### config.mk
export PLATFORM = sky130hd
export DESIGN_NAME = lem_udr
export DESIGN_NICKNAME = d
export VERILOG_FILES = /design/src/include/lem_udr_pkg.sv /design/src/core/lem_udr.sv
export SDC_FILE = /design/constraint.sdc
export NUM_CORES = 1
export LEC_CHECK = 0
export ABC_AREA = 0
export BUFFER_PORTS_ARGS = -buffer_cell sky130_fd_sc_hd__buf_2
export CORE_AREA = 5 5 79 81
export CTS_BUF_LIST = sky130_fd_sc_hd__clkbuf_4
export CTS_CLUSTER_SIZE = 10
export DETAILED_ROUTE_END_ITERATION = 16
export DIE_AREA = 0 0 84 86
export PLACE_DENSITY = 0.79
export SLEW_MARGIN = 20
export SYNTH_ARGS = -nofsm -noshare
export SYNTH_HDL_FRONTEND = slang
export SYNTH_SLANG_ARGS = --single-unit
export TNS_END_PERCENT = 1
### constraint.sdc
create_clock -name I_CLK -period 2.4 [get_ports I_CLK]
set_clock_uncertainty 0.1 [all_clocks]
set_input_delay 0.24 -clock I_CLK [delete_from_list [all_inputs] [get_ports I_CLK]]
set_output_delay 0.24 -clock I_CLK [all_outputs]
set_load 0.05 [all_outputs]
### src/include/lem_udr_pkg.sv
// constants, register map and bus carrier types for the link error monitor
// and user sense/enable register; shared by the design and the bench
package lem_udr_pkg;

	// control bus register offsets (6-bit address space)
	localparam logic [5:0] ADDR_ICR      = 6'h02;
	localparam logic [5:0] ADDR_THRESH   = 6'h15;
	localparam logic [5:0] ADDR_COUNT    = 6'h16;
	localparam logic [5:0] ADDR_USER     = 6'h17;
	localparam logic [5:0] ADDR_ICR_CMP  = 6'h1A;

	// interrupt condition register flag positions
	localparam int ICR_WRITE_REJECT_BIT  = 2;
	localparam int ICR_COND_INHIBIT_BIT  = 3;
	localparam int ICR_LINK_THRESH_BIT   = 4;
	// flags this slice implements; the rest read as zero
	localparam logic [7:0] ICR_IMPL_MASK = 8'h1C;

	// user register field positions
	localparam int USER_SENSE0_BIT  = 0;
	localparam int USER_SENSE1_BIT  = 1;
	localparam int USER_ENABLE0_BIT = 2;
	localparam int USER_ENABLE1_BIT = 3;
	localparam int USER_SENSE2_BIT  = 4;
	localparam int USER_ENABLE2_BIT = 6;
	localparam logic [7:0] USER_SENSE_MASK = 8'h13;

	// reset values
	localparam logic [7:0] RST_THRESH  = 8'h00;
	localparam logic [7:0] RST_COUNT   = 8'h00;
	localparam logic [7:0] RST_USER    = 8'h00;
	localparam logic [7:0] RST_ICR     = 8'h00;
	localparam logic [7:0] RST_ICR_CMP = 8'h00;

	// sense pin qualification time and its cycle count at 20 MHz
	localparam int SENSE_HOLD_NS   = 200;
	localparam int CLK_PERIOD_NS   = 50;
	localparam int SENSE_HOLD_CYC  = (SENSE_HOLD_NS + CLK_PERIOD_NS - 1) / CLK_PERIOD_NS;
	localparam logic [3:0] SENSE_HOLD_CNT = 4'(SENSE_HOLD_CYC);

	// one control bus access, presented for a single cycle
	typedef struct packed {
		logic       sel;
		logic       wr;
		logic [5:0] addr;
		logic [7:0] wdata;
	} cb_req_t;

	// answer to an access
	typedef struct packed {
		logic       ack;
		logic [7:0] rdata;
	} cb_rsp_t;

endpackage

### src/core/lem_udr.sv
// link error monitor counter and its threshold register, the
// interrupt condition flags it owns, and the user sense/enable register
// assumes a single-cycle control bus request synchronous to I_CLK and a
// one-cycle link error pulse from the receive path
// sense pins may change at any time; they pass two flops and then need four high samples in a row, so a
// glitch shorter than three clock periods never reaches a sense bit
// enable pins follow the register one clock after it is written
`timescale 1ns/1ps

module lem_udr #(
	parameter bit DUAL_PATH = 1'b1
) (
	input  wire logic                  I_CLK,
	input  wire logic                  I_RST_B,
	input  wire lem_udr_pkg::cb_req_t  I_CB_REQ,
	input  wire logic                  I_LINK_ERR,
	input  wire logic [2:0]            I_SENSE_PIN,
	output lem_udr_pkg::cb_rsp_t       O_CB_RSP,
	output logic [2:0]                 O_ENABLE_PIN,
	output logic [7:0]                 O_ICR
);

	// decoded accesses
	logic rd_en;
	logic wr_en;
	assign rd_en = I_CB_REQ.sel & ~I_CB_REQ.wr;
	assign wr_en = I_CB_REQ.sel & I_CB_REQ.wr;

	// sense pin synchronisers and qualification counters
	logic [2:0] sync1_r;
	logic [2:0] sync2_r;
	logic [2:0] sense_hit;
	logic [2:0] sense_hit_r;
	logic [2:0] sense_hit_nxt;
	logic [2:0] sync1_nxt;
	logic [2:0] sync2_nxt;

	// sync1_r feeds only sync2_r, never the qualification logic
	always_comb begin
		sync1_nxt = I_SENSE_PIN;
		sync2_nxt = sync1_r;
	end

	// two flops so a pin moving near the edge cannot upset the counters
	always_ff @(posedge I_CLK or negedge I_RST_B) begin
		if (!I_RST_B) begin
			sync1_r <= 3'h0;
			sync2_r <= 3'h0;
		end else begin
			sync1_r <= sync1_nxt;
			sync2_r <= sync2_nxt;
		end
	end

	genvar g;
	generate
		for (g = 0; g < 3; g++) begin : g_sense
			logic [3:0] hold_r;
			logic [3:0] hold_nxt;
			// count consecutive high cycles; a single low sample restarts
			always_comb begin
				hold_nxt = hold_r;
				if (!sync2_r[g])
					hold_nxt = 4'h0;
				else if (hold_r != lem_udr_pkg::SENSE_HOLD_CNT)
					hold_nxt = hold_r + 4'h1;
			end
			always_ff @(posedge I_CLK or negedge I_RST_B) begin
				if (!I_RST_B)
					hold_r <= 4'h0;
				else
					hold_r <= hold_nxt;
			end
			// qualified level; the third pin is inert on single-path parts
			assign sense_hit[g] = (hold_r == lem_udr_pkg::SENSE_HOLD_CNT)
				&& ((g != 2) || DUAL_PATH);
		end
	endgenerate

	// registered copy so the latch sees a clean one-flop path
	always_comb begin
		sense_hit_nxt = sense_hit;
	end

	always_ff @(posedge I_CLK or negedge I_RST_B) begin
		if (!I_RST_B)
			sense_hit_r <= 3'h0;
		else
			sense_hit_r <= sense_hit_nxt;
	end

	// decoded register selects, shared by the state groups below
	logic wr_thresh;
	logic wr_count;
	logic wr_user;
	logic wr_icr;
	logic wr_icr_cmp;
	logic rd_icr;

	assign wr_thresh  = wr_en && (I_CB_REQ.addr == lem_udr_pkg::ADDR_THRESH);
	assign wr_count   = wr_en && (I_CB_REQ.addr == lem_udr_pkg::ADDR_COUNT);
	assign wr_user    = wr_en && (I_CB_REQ.addr == lem_udr_pkg::ADDR_USER);
	assign wr_icr     = wr_en && (I_CB_REQ.addr == lem_udr_pkg::ADDR_ICR);
	assign wr_icr_cmp = wr_en && (I_CB_REQ.addr == lem_udr_pkg::ADDR_ICR_CMP);
	assign rd_icr     = rd_en && (I_CB_REQ.addr == lem_udr_pkg::ADDR_ICR);

	// link error counter and its threshold
	logic [7:0] thresh_r;
	logic [7:0] thresh_nxt;
	logic [7:0] count_r;
	logic [7:0] count_nxt;
	logic       thresh_hit;

	// a count of 0 or 1 reloads the threshold on this error; 0 occurs after reset
	// and whenever the threshold is zero, since a load copies the threshold
	// a host load wins over a same-cycle error; the flag still sets then
	always_comb begin
		thresh_nxt = thresh_r;
		count_nxt  = count_r;
		thresh_hit = 1'b0;
		if (I_LINK_ERR) begin
			if (count_r <= 8'h01)
				thresh_hit = 1'b1;
			else
				count_nxt = count_r - 8'h01;
		end
		if (thresh_hit)
			count_nxt = thresh_r;
		if (wr_thresh) begin
			thresh_nxt = I_CB_REQ.wdata;
			count_nxt  = I_CB_REQ.wdata;
		end
	end

	// reset empties the counter; the threshold starts at zero as well
	always_ff @(posedge I_CLK or negedge I_RST_B) begin
		if (!I_RST_B) begin
			thresh_r <= lem_udr_pkg::RST_THRESH;
			count_r  <= lem_udr_pkg::RST_COUNT;
		end else begin
			thresh_r <= thresh_nxt;
			count_r  <= count_nxt;
		end
	end

	// user sense/enable register
	logic [7:0] user_r;
	logic [7:0] user_nxt;
	logic [7:0] sense_set;

	// a write may clear sense bits but never set them, so software cannot
	// fake an outside event; hardware sets win over a same-cycle clear
	always_comb begin
		user_nxt  = user_r;
		sense_set = 8'h00;
		if (wr_user)
			user_nxt = (I_CB_REQ.wdata & ~lem_udr_pkg::USER_SENSE_MASK)
				| (I_CB_REQ.wdata & user_r & lem_udr_pkg::USER_SENSE_MASK);
		sense_set[lem_udr_pkg::USER_SENSE0_BIT] = sense_hit_r[0];
		sense_set[lem_udr_pkg::USER_SENSE1_BIT] = sense_hit_r[1];
		sense_set[lem_udr_pkg::USER_SENSE2_BIT] = sense_hit_r[2];
		user_nxt = user_nxt | sense_set;
	end

	// reserved bits start at zero and are only ever stored
	always_ff @(posedge I_CLK or negedge I_RST_B) begin
		if (!I_RST_B)
			user_r <= lem_udr_pkg::RST_USER;
		else
			user_r <= user_nxt;
	end

	// condition flags owned by this slice and their compare copy
	logic [7:0] icr_r;
	logic [7:0] icr_nxt;
	logic [7:0] icr_cmp_r;
	logic [7:0] icr_cmp_nxt;
	logic [7:0] icr_set;
	logic [7:0] icr_diff;

	// a flag that differs from its compare copy, loaded when the host reads the flags, keeps its
	// value on a clear; one cleared and set again since that read matches the copy and is cleared
	always_comb begin
		icr_nxt     = icr_r;
		icr_cmp_nxt = icr_cmp_r;
		icr_set     = 8'h00;
		icr_diff    = (icr_r ^ icr_cmp_r) & lem_udr_pkg::ICR_IMPL_MASK;
		if (thresh_hit)
			icr_set[lem_udr_pkg::ICR_LINK_THRESH_BIT] = 1'b1;
		if (wr_count)
			icr_set[lem_udr_pkg::ICR_WRITE_REJECT_BIT] = 1'b1;
		if (wr_icr) begin
			icr_nxt = ((I_CB_REQ.wdata & ~icr_diff) | (icr_r & icr_diff))
				& lem_udr_pkg::ICR_IMPL_MASK;
			if (icr_diff != 8'h00)
				icr_set[lem_udr_pkg::ICR_COND_INHIBIT_BIT] = 1'b1;
		end
		if (wr_icr_cmp)
			icr_cmp_nxt = I_CB_REQ.wdata & lem_udr_pkg::ICR_IMPL_MASK;
		if (rd_icr)
			icr_cmp_nxt = icr_r;
		// hardware sets win over a host clear in the same cycle
		icr_nxt = icr_nxt | icr_set;
	end

	// flags and the compare copy start clear
	always_ff @(posedge I_CLK or negedge I_RST_B) begin
		if (!I_RST_B) begin
			icr_r     <= lem_udr_pkg::RST_ICR;
			icr_cmp_r <= lem_udr_pkg::RST_ICR_CMP;
		end else begin
			icr_r     <= icr_nxt;
			icr_cmp_r <= icr_cmp_nxt;
		end
	end

	// bus answer: ack and data stand for the one cycle after the taking edge
	lem_udr_pkg::cb_rsp_t rsp_nxt;

	always_comb begin
		rsp_nxt.ack   = I_CB_REQ.sel;
		rsp_nxt.rdata = 8'h00;
		if (rd_en) begin
			case (I_CB_REQ.addr)
				lem_udr_pkg::ADDR_THRESH:  rsp_nxt.rdata = thresh_r;
				lem_udr_pkg::ADDR_COUNT:   rsp_nxt.rdata = count_r;
				lem_udr_pkg::ADDR_USER:    rsp_nxt.rdata = user_r;
				lem_udr_pkg::ADDR_ICR:     rsp_nxt.rdata = icr_r;
				lem_udr_pkg::ADDR_ICR_CMP: rsp_nxt.rdata = icr_cmp_r;
				default:                   rsp_nxt.rdata = 8'h00;
			endcase
		end
	end

	// registered so the host sees a clean answer, at the cost of one cycle
	always_ff @(posedge I_CLK or negedge I_RST_B) begin
		if (!I_RST_B)
			O_CB_RSP <= '0;
		else
			O_CB_RSP <= rsp_nxt;
	end

	// enable pins and the condition register copy
	logic [2:0] enable_nxt;

	always_comb begin
		enable_nxt[0] = user_r[lem_udr_pkg::USER_ENABLE0_BIT];
		enable_nxt[1] = user_r[lem_udr_pkg::USER_ENABLE1_BIT];
		// single-path parts hold the third pin low whatever the bit says
		enable_nxt[2] = user_r[lem_udr_pkg::USER_ENABLE2_BIT] & DUAL_PATH;
	end

	// pins leave straight from flops so outside logic sees no glitches
	always_ff @(posedge I_CLK or negedge I_RST_B) begin
		if (!I_RST_B) begin
			O_ENABLE_PIN <= 3'h0;
			O_ICR        <= lem_udr_pkg::RST_ICR;
		end else begin
			O_ENABLE_PIN <= enable_nxt;
			O_ICR        <= icr_nxt;
		end
	end

endmodule

# ---- Yosys cells after proc, flatten, opt, wreduce, memory -nomap -nowiden
# Cells that the tools add are included.
dict set report classes {
  n_addsub 4
  magnitude_cmp 1
  n_eq_ne 15
  muxes 22
  bitwise_logic 12
  n_reduce_logical 10
}
# cell count
set op_table {}
lappend op_table {{$mux 8} 9}
lappend op_table {{$pmux 8 s5} 1}
lappend op_table {{$eq 6x5->1 const B} 4}
lappend op_table {{$mux 4} 6}
lappend op_table {{$or 8x5->8} 3}
lappend op_table {{$and 5x5->5} 3}
lappend op_table {{$add 4x1->4 const B} 3}
lappend op_table {{$eq 4x3->1 const B} 3}
lappend op_table {{$ne 4x3->1 const B} 3}
lappend op_table {{$le 8x1->1 const B} 1}
lappend op_table {{$reduce_bool 8->1} 1}
lappend op_table {{$sub 8x1->8 const B} 1}
lappend op_table {{$eq 6x2->1 const B} 1}
lappend op_table {{$logic_and 1x1->1} 6}
lappend op_table {{$mux 1} 6}
lappend op_table {{$ne 2x1->1 const B} 3}
lappend op_table {{$not 5->5} 1}
lappend op_table {{$or 5x5->5} 1}
lappend op_table {{$xor 5x5->5} 1}
lappend op_table {{$ne 3x3->1 const B} 1}
lappend op_table {{$reduce_bool 3->1} 1}
lappend op_table {{$and 1x1->1} 2}
lappend op_table {{$reduce_and 2->1} 1}
lappend op_table {{$reduce_bool 2->1} 1}
lappend op_table {{$not 1->1} 1}
dict set report word_totals {
  register_bits 73
  inputBits 22
  out_inout_bits 20
  word_cells 78
}

# ---- Logic depth before layout (Yosys ltp)
# Gate-level depths: netlist (run 1).
dict set report depth {
  depth_word 6
  ltp_mapped 7
  depth_no_buf 6
}

# ---- Worst setup path after synthesis (run 1)
# OpenSTA, ideal clock, no wires.
dict set report synth_path {
  path_type {register to register}
  startpoint {register count_r[0]}
  endpoint {register count_r[4]}
  setup_time_ns 0.131
  t_arrival_ns 1.537
  required_ns 2.169
  slack_ns 0.632
  stages_incl_launch_ff 8
  path_buffers 1
  synth_period_minus_slack_ns 1.768
  cell_sequence {dfrtp_1 inv_1 ha_1 or2_2 buf_2 nand3_2 mux2i_1 o211ai_1}
}
dict set report synth_via {
  elab_chain_len 5
  word_cells_on_any_way 11
  classes_between {add/sub: 1; order compare: 1; eq/ne: 1; mux: 6; reduce/logical: 2}
}
# item line
set synth_rtl {}
lappend synth_rtl {{from (decl)} lem_udr.sv:110} ;# logic [7:0] count_r;
lappend synth_rtl {{from (signal assigned)} lem_udr.sv:139} ;# count_r <= lem_udr_pkg::RST_COUNT;
lappend synth_rtl {{from (signal assigned)} lem_udr.sv:142} ;# count_r <= count_nxt;
lappend synth_rtl {{$le 8x1->1 / $sub 8x1->8 (equally long branches)} {lem_udr.sv:122, lem_udr.sv:125}}
lappend synth_rtl {{$mux 1 / $mux 8 (equally long branches)} lem_udr.sv:122} ;# if (count_r <= 8'h01)
lappend synth_rtl {{$mux 1 / $mux 8 (equally long branches)} lem_udr.sv:121} ;# if (I_LINK_ERR) begin
lappend synth_rtl {{$ne 3x3->1 (no source line), or another cell as far along} -}
lappend synth_rtl {{$reduce_and 2->1 (no source line) / $mux 8 (equally long branches)} -}
# Several ways; a longest one is shown, not always the timed one. The select of a mux whose other input is x is not followed.
# A chain may end at the register's enable or synchronous reset.

# ---- Final worst setup path (run 1)
dict set report layout_path {
  startpoint {register count_r[0]}
  endpoint {register count_r[2]}
}
# The elaborated chain is that of the path after synthesis.

==> results.json, run 1 <==
{
  "outcome": "finished clean",
  "end_kind": "register",
  "antenna_left": 0,
  "fp.coreArea_um2": 5410,
  "yosysUniqueCellTypes": 50,
  "slew_viol_final": 0,
  "fin_crit_ns": 1.87,
  "drv_cap": 0,
  "arrival_ns": 2.04,
  "port_buffers": 36,
  "clock_power_share": 0.183,
  "cts_root_buf": "clkbuf_4",
  "netlist_instances": 299,
  "hold_path.class": "input pin to register",
  "vias_per_cell": 5.49,
  "finalPower_uw": 2850,
  "switchingPower_uw": 1020,
  "clock_latency_ns": 0.40,
  "slew_headroom": 0.647,
  "grt_first_pass_wirelength_um": 10800,
  "grt_pass1_vias": 2376,
  "drt_iter0_markers": 229,
  "rsz0062_at_grt": "false",
  "combPwrFrac": 0.296,
  "fin_ws_ns": 0.533,
  "drt-total-wl_um": 6090,
  "avgRoutedWirePerCell_um": 14.4,
  "ys_ff_latch": 63,
  "grt_max_degree": 41,
  "rows": 27,
  "tightest_slew_ns": 0.530,
  "avgSynthCellArea_um2": 10.4,
  "crit_start": "count_r[0]",
  "dr.pass1.iters": 5,
  "cts_buffers": 9,
  "diodes": 0,
  "fp.dieW_um": 84,
  "setup_tns_ns": 0,
  "postCtsHoldBufs": 10,
  "die-area_um2": 7220,
  "path_clk_slew_ns": 0.09,
  "crit_required_ns": 2.57,
  "synth_edf_count": 0,
  "grtUsageTotal": 0.186,
  "clockBufferDepth": 2,
  "worstSetupPathType": "register to register",
  "async_flop_share": 1.00,
  "postCtsSetupRepairBufs": 0,
  "clkSinkCount": 63,
  "cts_resized": 0,
  "ys_seq_area_frac": 0.509,
  "placed_cells": 400,
  "seqPwrFrac": 0.521,
  "synth_flop_cell": "dfrtp_1",
  "start_kind": "register",
  "fin_crit_sh": 0.778,
  "io_pins": 42,
  "grt-ovfl-total": 0,
  "nets": 379,
  "leakage_uw": 0.00171,
  "place.gp.congestion": 0.920,
  "p_sw_frac": 0.358,
  "min-delay-start": "I_CB_REQ[3]",
  "syn2layout_area_growth_pct": 13.7,
  "cell_internal_pwr_uw": 1830,
  "via_count": 2322,
  "hold_viol": 0,
  "r2r_start": "count_r[0]",
  "powerDensity_nw_per_um2": 809,
  "drive_gt1_frac": 0.185,
  "dp_hpwl_um": 4400,
  "cp_max_fo": 7,
  "die_y_um": 86,
  "cts_max_level": 3,
  "layout.cells.non_filler": 423,
  "setup_viol": 0,
  "max-vdd-ir-drop_mv": 0.478,
  "place_ws_ns": 0.532,
  "antenna_found_initial": 0,
  "synth_area_um2": 3100,
  "yosys_warnings": 0,
  "initial_core_util": 0.573,
  "drc": 0,
  "cts_tree": "built",
  "clock.fmax_mhz": 536
}
-- cell usage after synthesis, drive strengths merged, types with 4 or more instances --
cell    count  share of area
a21oi      12          0.019
a22oi      13          0.032
a31oi       6          0.012
and2        5          0.010
buf        13          0.025
dfrtp      63           0.51
ha          8          0.032
inv        21          0.025
mux2        8          0.029
mux2i       6          0.019
nand2      29          0.035
nand2b      4         0.0081
nand3      10          0.018
nand3b      7          0.017
nor2       14          0.017
nor2b       8          0.016
nor3        6          0.011
nor3b       4          0.013
o211ai      4         0.0097
o21ai      15          0.024
xnor2       8          0.023
xor2        4          0.011
-- state kept, by name (all words and copies together), names as in the netlist --
signal	flops
O_CB_RSP	9
count_r	8
O_ICR	3
user_r	8
g_sense.hold_r	12
sync1_r	3
thresh_r	8
O_ENABLE_PIN	3
sync2_r	3
sense_hit_r	3
icr_cmp_r	3
-- worst max-delay path, stage by stage (launching register included) --
cell	delay, ns
dfrtp_1	0.40
inv_1	0.11
ha_1	0.27
or2_2	0.36
nand3_2	0.18
mux2i_1	0.22
o21ai_0	0.10
-- final timing paths --
| check | end | slack, ns | cells after the start |
|---|---|---|---|
| max | count_r[2] | 0.53 | 6 |
| min | thresh_r[3] | 0.02 | 3 |
| max reg2reg | count_r[2] | 0.53 | 6 |
| min reg2reg | sync2_r[0] | 0.26 | 0 |
| max in group asynchronous | thresh_r[3] | 1.36 | 3 |
| min in group asynchronous | O_CB_RSP[0] | 0.25 | 2 |
-- per-layer routing --
layer / track usage / wire [um]
met2: 0.296 / 2940
met5: 0 / 0
met1: 0.240 / 2690
met4: 0.0950 / 106
met3: 0.0442 / 352
-- power groups by stage --
stage	clock [uW]	combinational, uW	sequential, uW
final	522	842	1480
after global routing	584	967	1510
after CTS	537	849	1480
after global placement	0	803	1490
after floorplan	0	653	1470
after detailed placement	0	830	1500
-- placed cells by master (no fill, tap or decap), types with 6 or more instances in the layout --
cell           instances
dfrtp_1               63
buf_2                 36
nand2_1               29
inv_1                 21
nor2_1                14
o21ai_0               13
a22oi_1               13
a21oi_1               12
dlygate4sd3_1         10
nand3_1                9
clkbuf_4               9
nor2b_1                8
mux2_2                 8
xnor2_1                8
ha_1                   8
nand3b_1               7
a31oi_1                6
mux2i_1                6
-- stage by stage --
step	cell area (um^2)	hold slack, ns	utilization
after floorplan	3110	-0.156	-
after global placement	3330	0.147	0.617
after detailed placement	3330	0.148	0.617
after CTS	3520	0.0112	0.651
after global routing	3520	0.00872	0.651
final	3520	0.0247	0.651
-- cells by family after synthesis --
kind of cell    share of synthesized area
simple gates                        0.181
compound gates                      0.142
flops                               0.509
buf+inv                            0.0517
mux                                0.0485
xor+xnor                           0.0340
fa+ha+maj                          0.0323
other cells                       0.00121
-- layout make-up --
cell class / instances / area (um^2)
fillers: 447 / 1890
multi-input cells: 205 / 1370
repair buffers: 49 / 315
clock inverters: 4 / 16.3
flip-flops and latches: 63 / 1580
inverters: 21 / 78.8
clock buffers: 9 / 67.6
well taps: 72 / 90.1
(Power assumes the default switching activity.)
==> run 2, diff against run 1 <==
- clock period: 2.4 -> 1.9 ns (I/O delays scaled with it)
==> run 2 against run 1 <==
Non-clock buffer count grew 13. Maximum frequency increased by 4.8%. Final area is 4.7% higher. First-iteration DRC count shrank 17%. Routed wire length grew 9.5%. Via count grew 4.6%. Combinational power grew 43%. Die area stayed put.
==> results.json, run 2 (same netlist as run 1, synthesis figures left out) <==
{
  "reg_top3": "g_sense.hold_r: 12 flops, O_CB_RSP: 9 flops",
  "cell_internal_pwr_uw": 2530,
  "r2r_start": "count_r[0]",
  "grt_first_pass_wirelength_um": 11400,
  "layout_common_cells": "dfrtp_1 (63), buf_2 (36), nand2_1 (29)",
  "dp_hpwl_um": 4690,
  "r2r-end": "count_r[4]",
  "clock.fmax_mhz": 561,
  "rows": 27,
  "p_sw_frac": 0.347,
  "die_y_um": 86,
  "fp.coreArea_um2": 5410,
  "drt-total-wl_um": 6670,
  "rrSetupSlack_ns": 0.12,
  "switchingPower_uw": 1350,
  "setup_tns_ns": 0,
  "fin_crit_sh": 0.938,
  "clock_latency_ns": 0.40,
  "endpoint": "count_r[4]",
  "crit_start": "count_r[0]",
  "r2r.worst_path.cells": 6,
  "layout_commonest_cell": "dfrtp_1",
  "hold_viol": 0,
  "diodes": 0,
  "grt_max_degree": 28,
  "antenna_found_initial": 0,
  "finish.instance_area_um2": 3680,
  "io_pins": 42,
  "arrival_ns": 1.96,
  "cp_max_fo": 7,
  "start_kind": "register",
  "clockBufferDepth": 2,
  "dr.pass1.iters": 4,
  "hold_depth": 3,
  "combPwrFrac": 0.308,
  "worstSetupPathType": "register to register",
  "end_kind": "register",
  "regMostFlops": "g_sense.hold_r",
  "outcome": "finished clean",
  "antenna_left": 0,
  "fp.dieW_um": 84,
  "nets": 392,
  "path_clk_slew_ns": 0.10,
  "slew_viol_final": 0,
  "placed_area_um2": 3390,
  "drt_iter0_markers": 189,
  "rsz0062_at_grt": "false",
  "cts_buffers": 9,
  "max-vdd-ir-drop_mv": 0.760,
  "fin_crit_ns": 1.78,
  "cts_max_level": 3,
  "drv_cap": 0,
  "place.gp.congestion": 0.878,
  "clkSinkCount": 63,
  "largest_register_ffs": 12,
  "via_count": 2428,
  "grtUsageTotal": 0.197,
  "drc": 0,
  "syn2layout_area_growth_pct": 19.0,
  "grt-ovfl-total": 0,
  "drive_gt1_frac": 0.218,
  "seqPwrFrac": 0.471,
  "clock_power_share": 0.221,
  "die-area_um2": 7220,
  "setup_viol": 0,
  "initial_core_util": 0.573,
  "avgRoutedWirePerCell_um": 15.2,
  "hold_path.class": "input pin to register",
  "port_buffers": 36,
  "powerDensity_nw_per_um2": 1050,
  "grt_pass1_vias": 2469,
  "crit_required_ns": 2.07,
  "vias_per_cell": 5.53,
  "cts_root_buf": "clkbuf_4",
  "cts_tree": "built",
  "leakage_uw": 0.00179
}
## run 2: changes by cell type in the layout (fill, tap and decap cells not counted), sizes merged
cell         previous run  this run
clkbuf                  9        10
clkinv                  4         5
buf                    39        49
dlygate4sd3            10        13
bufinv                  0         1
## run 2: power groups by stage
stage               sequential [uW]  clock (uW)  combinational [uW]
CTS                            1830         881                1160
finish                         1830         856                1200
global placement               1840           0                1080
global route                   1870         941                1350
floorplan                      1860           0                 825
detailed placement             1860           0                1130
## run 2: critical path, cell delays in order (launching register included)
cell and delay (ns):
dfrtp_1 0.38, inv_1 0.11, ha_2 0.23, or2_2 0.36, nand3_4 0.14, mux2i_1 0.22
o211ai_1 0.12
## run 2: final cells by class
cell class                 count  area [um^2]
fill                         445         1720
tap                           72         90.1
inverter                      21         78.8
multi-input combinational    205         1390
sequential                    63         1580
timing repair buffer          62          420
clock buffer                  10         75.1
clock inverter                 6         51.3
## run 2: layer usage
metal / track usage / up-vias / part of all wire
li1: - / 1167 / -
met1: 0.248 / 1176 / 0.43
met2: 0.329 / 80 / 0.51
met3: 0.0423 / 5 / 0.062
met4: 0.0863 / 0 / 0.0029
met5: 0 / - / 0
## run 2: through the flow
| step | util | setup WS [ns] | hold WS (ns) | cells | power (uW) |
|---|---|---|---|---|---|
| after CTS | 0.675 | 0.0128 | 0.0379 | 437 | 3870 |
| final | 0.681 | 0.118 | 0.0735 | 439 | 3880 |
| after global routing | 0.681 | 0.00546 | 0.0586 | 439 | 4160 |
| after global placement | 0.628 | 0.126 | 0.0659 | 408 | 2920 |
| after detailed placement | 0.628 | 0.0396 | 0.0825 | 408 | 2990 |
| after floorplan | - | 0.132 | -0.206 | 303 | 2680 |
## run 2: repair_timing
action / in CTS / in global routing
gates resized for setup: 0 / 3
hold buffers: 13 / 0
hold endpoints to repair: 45 / 0
buffers inserted: 0 / 2
endpoints found under the setup margin: 0 / 6
## run 2: worst min path at each step
stage	startpoint	end
after floorplan	I_RST_B	O_CB_RSP[0]
after global placement	I_RST_B	O_ENABLE_PIN[2]
after detailed placement	I_RST_B	O_ENABLE_PIN[2]
after CTS	I_CB_REQ[13]	O_CB_RSP[2]
after global routing	I_CB_REQ[13]	O_CB_RSP[2]
final	I_CB_REQ[13]	O_CB_RSP[2]
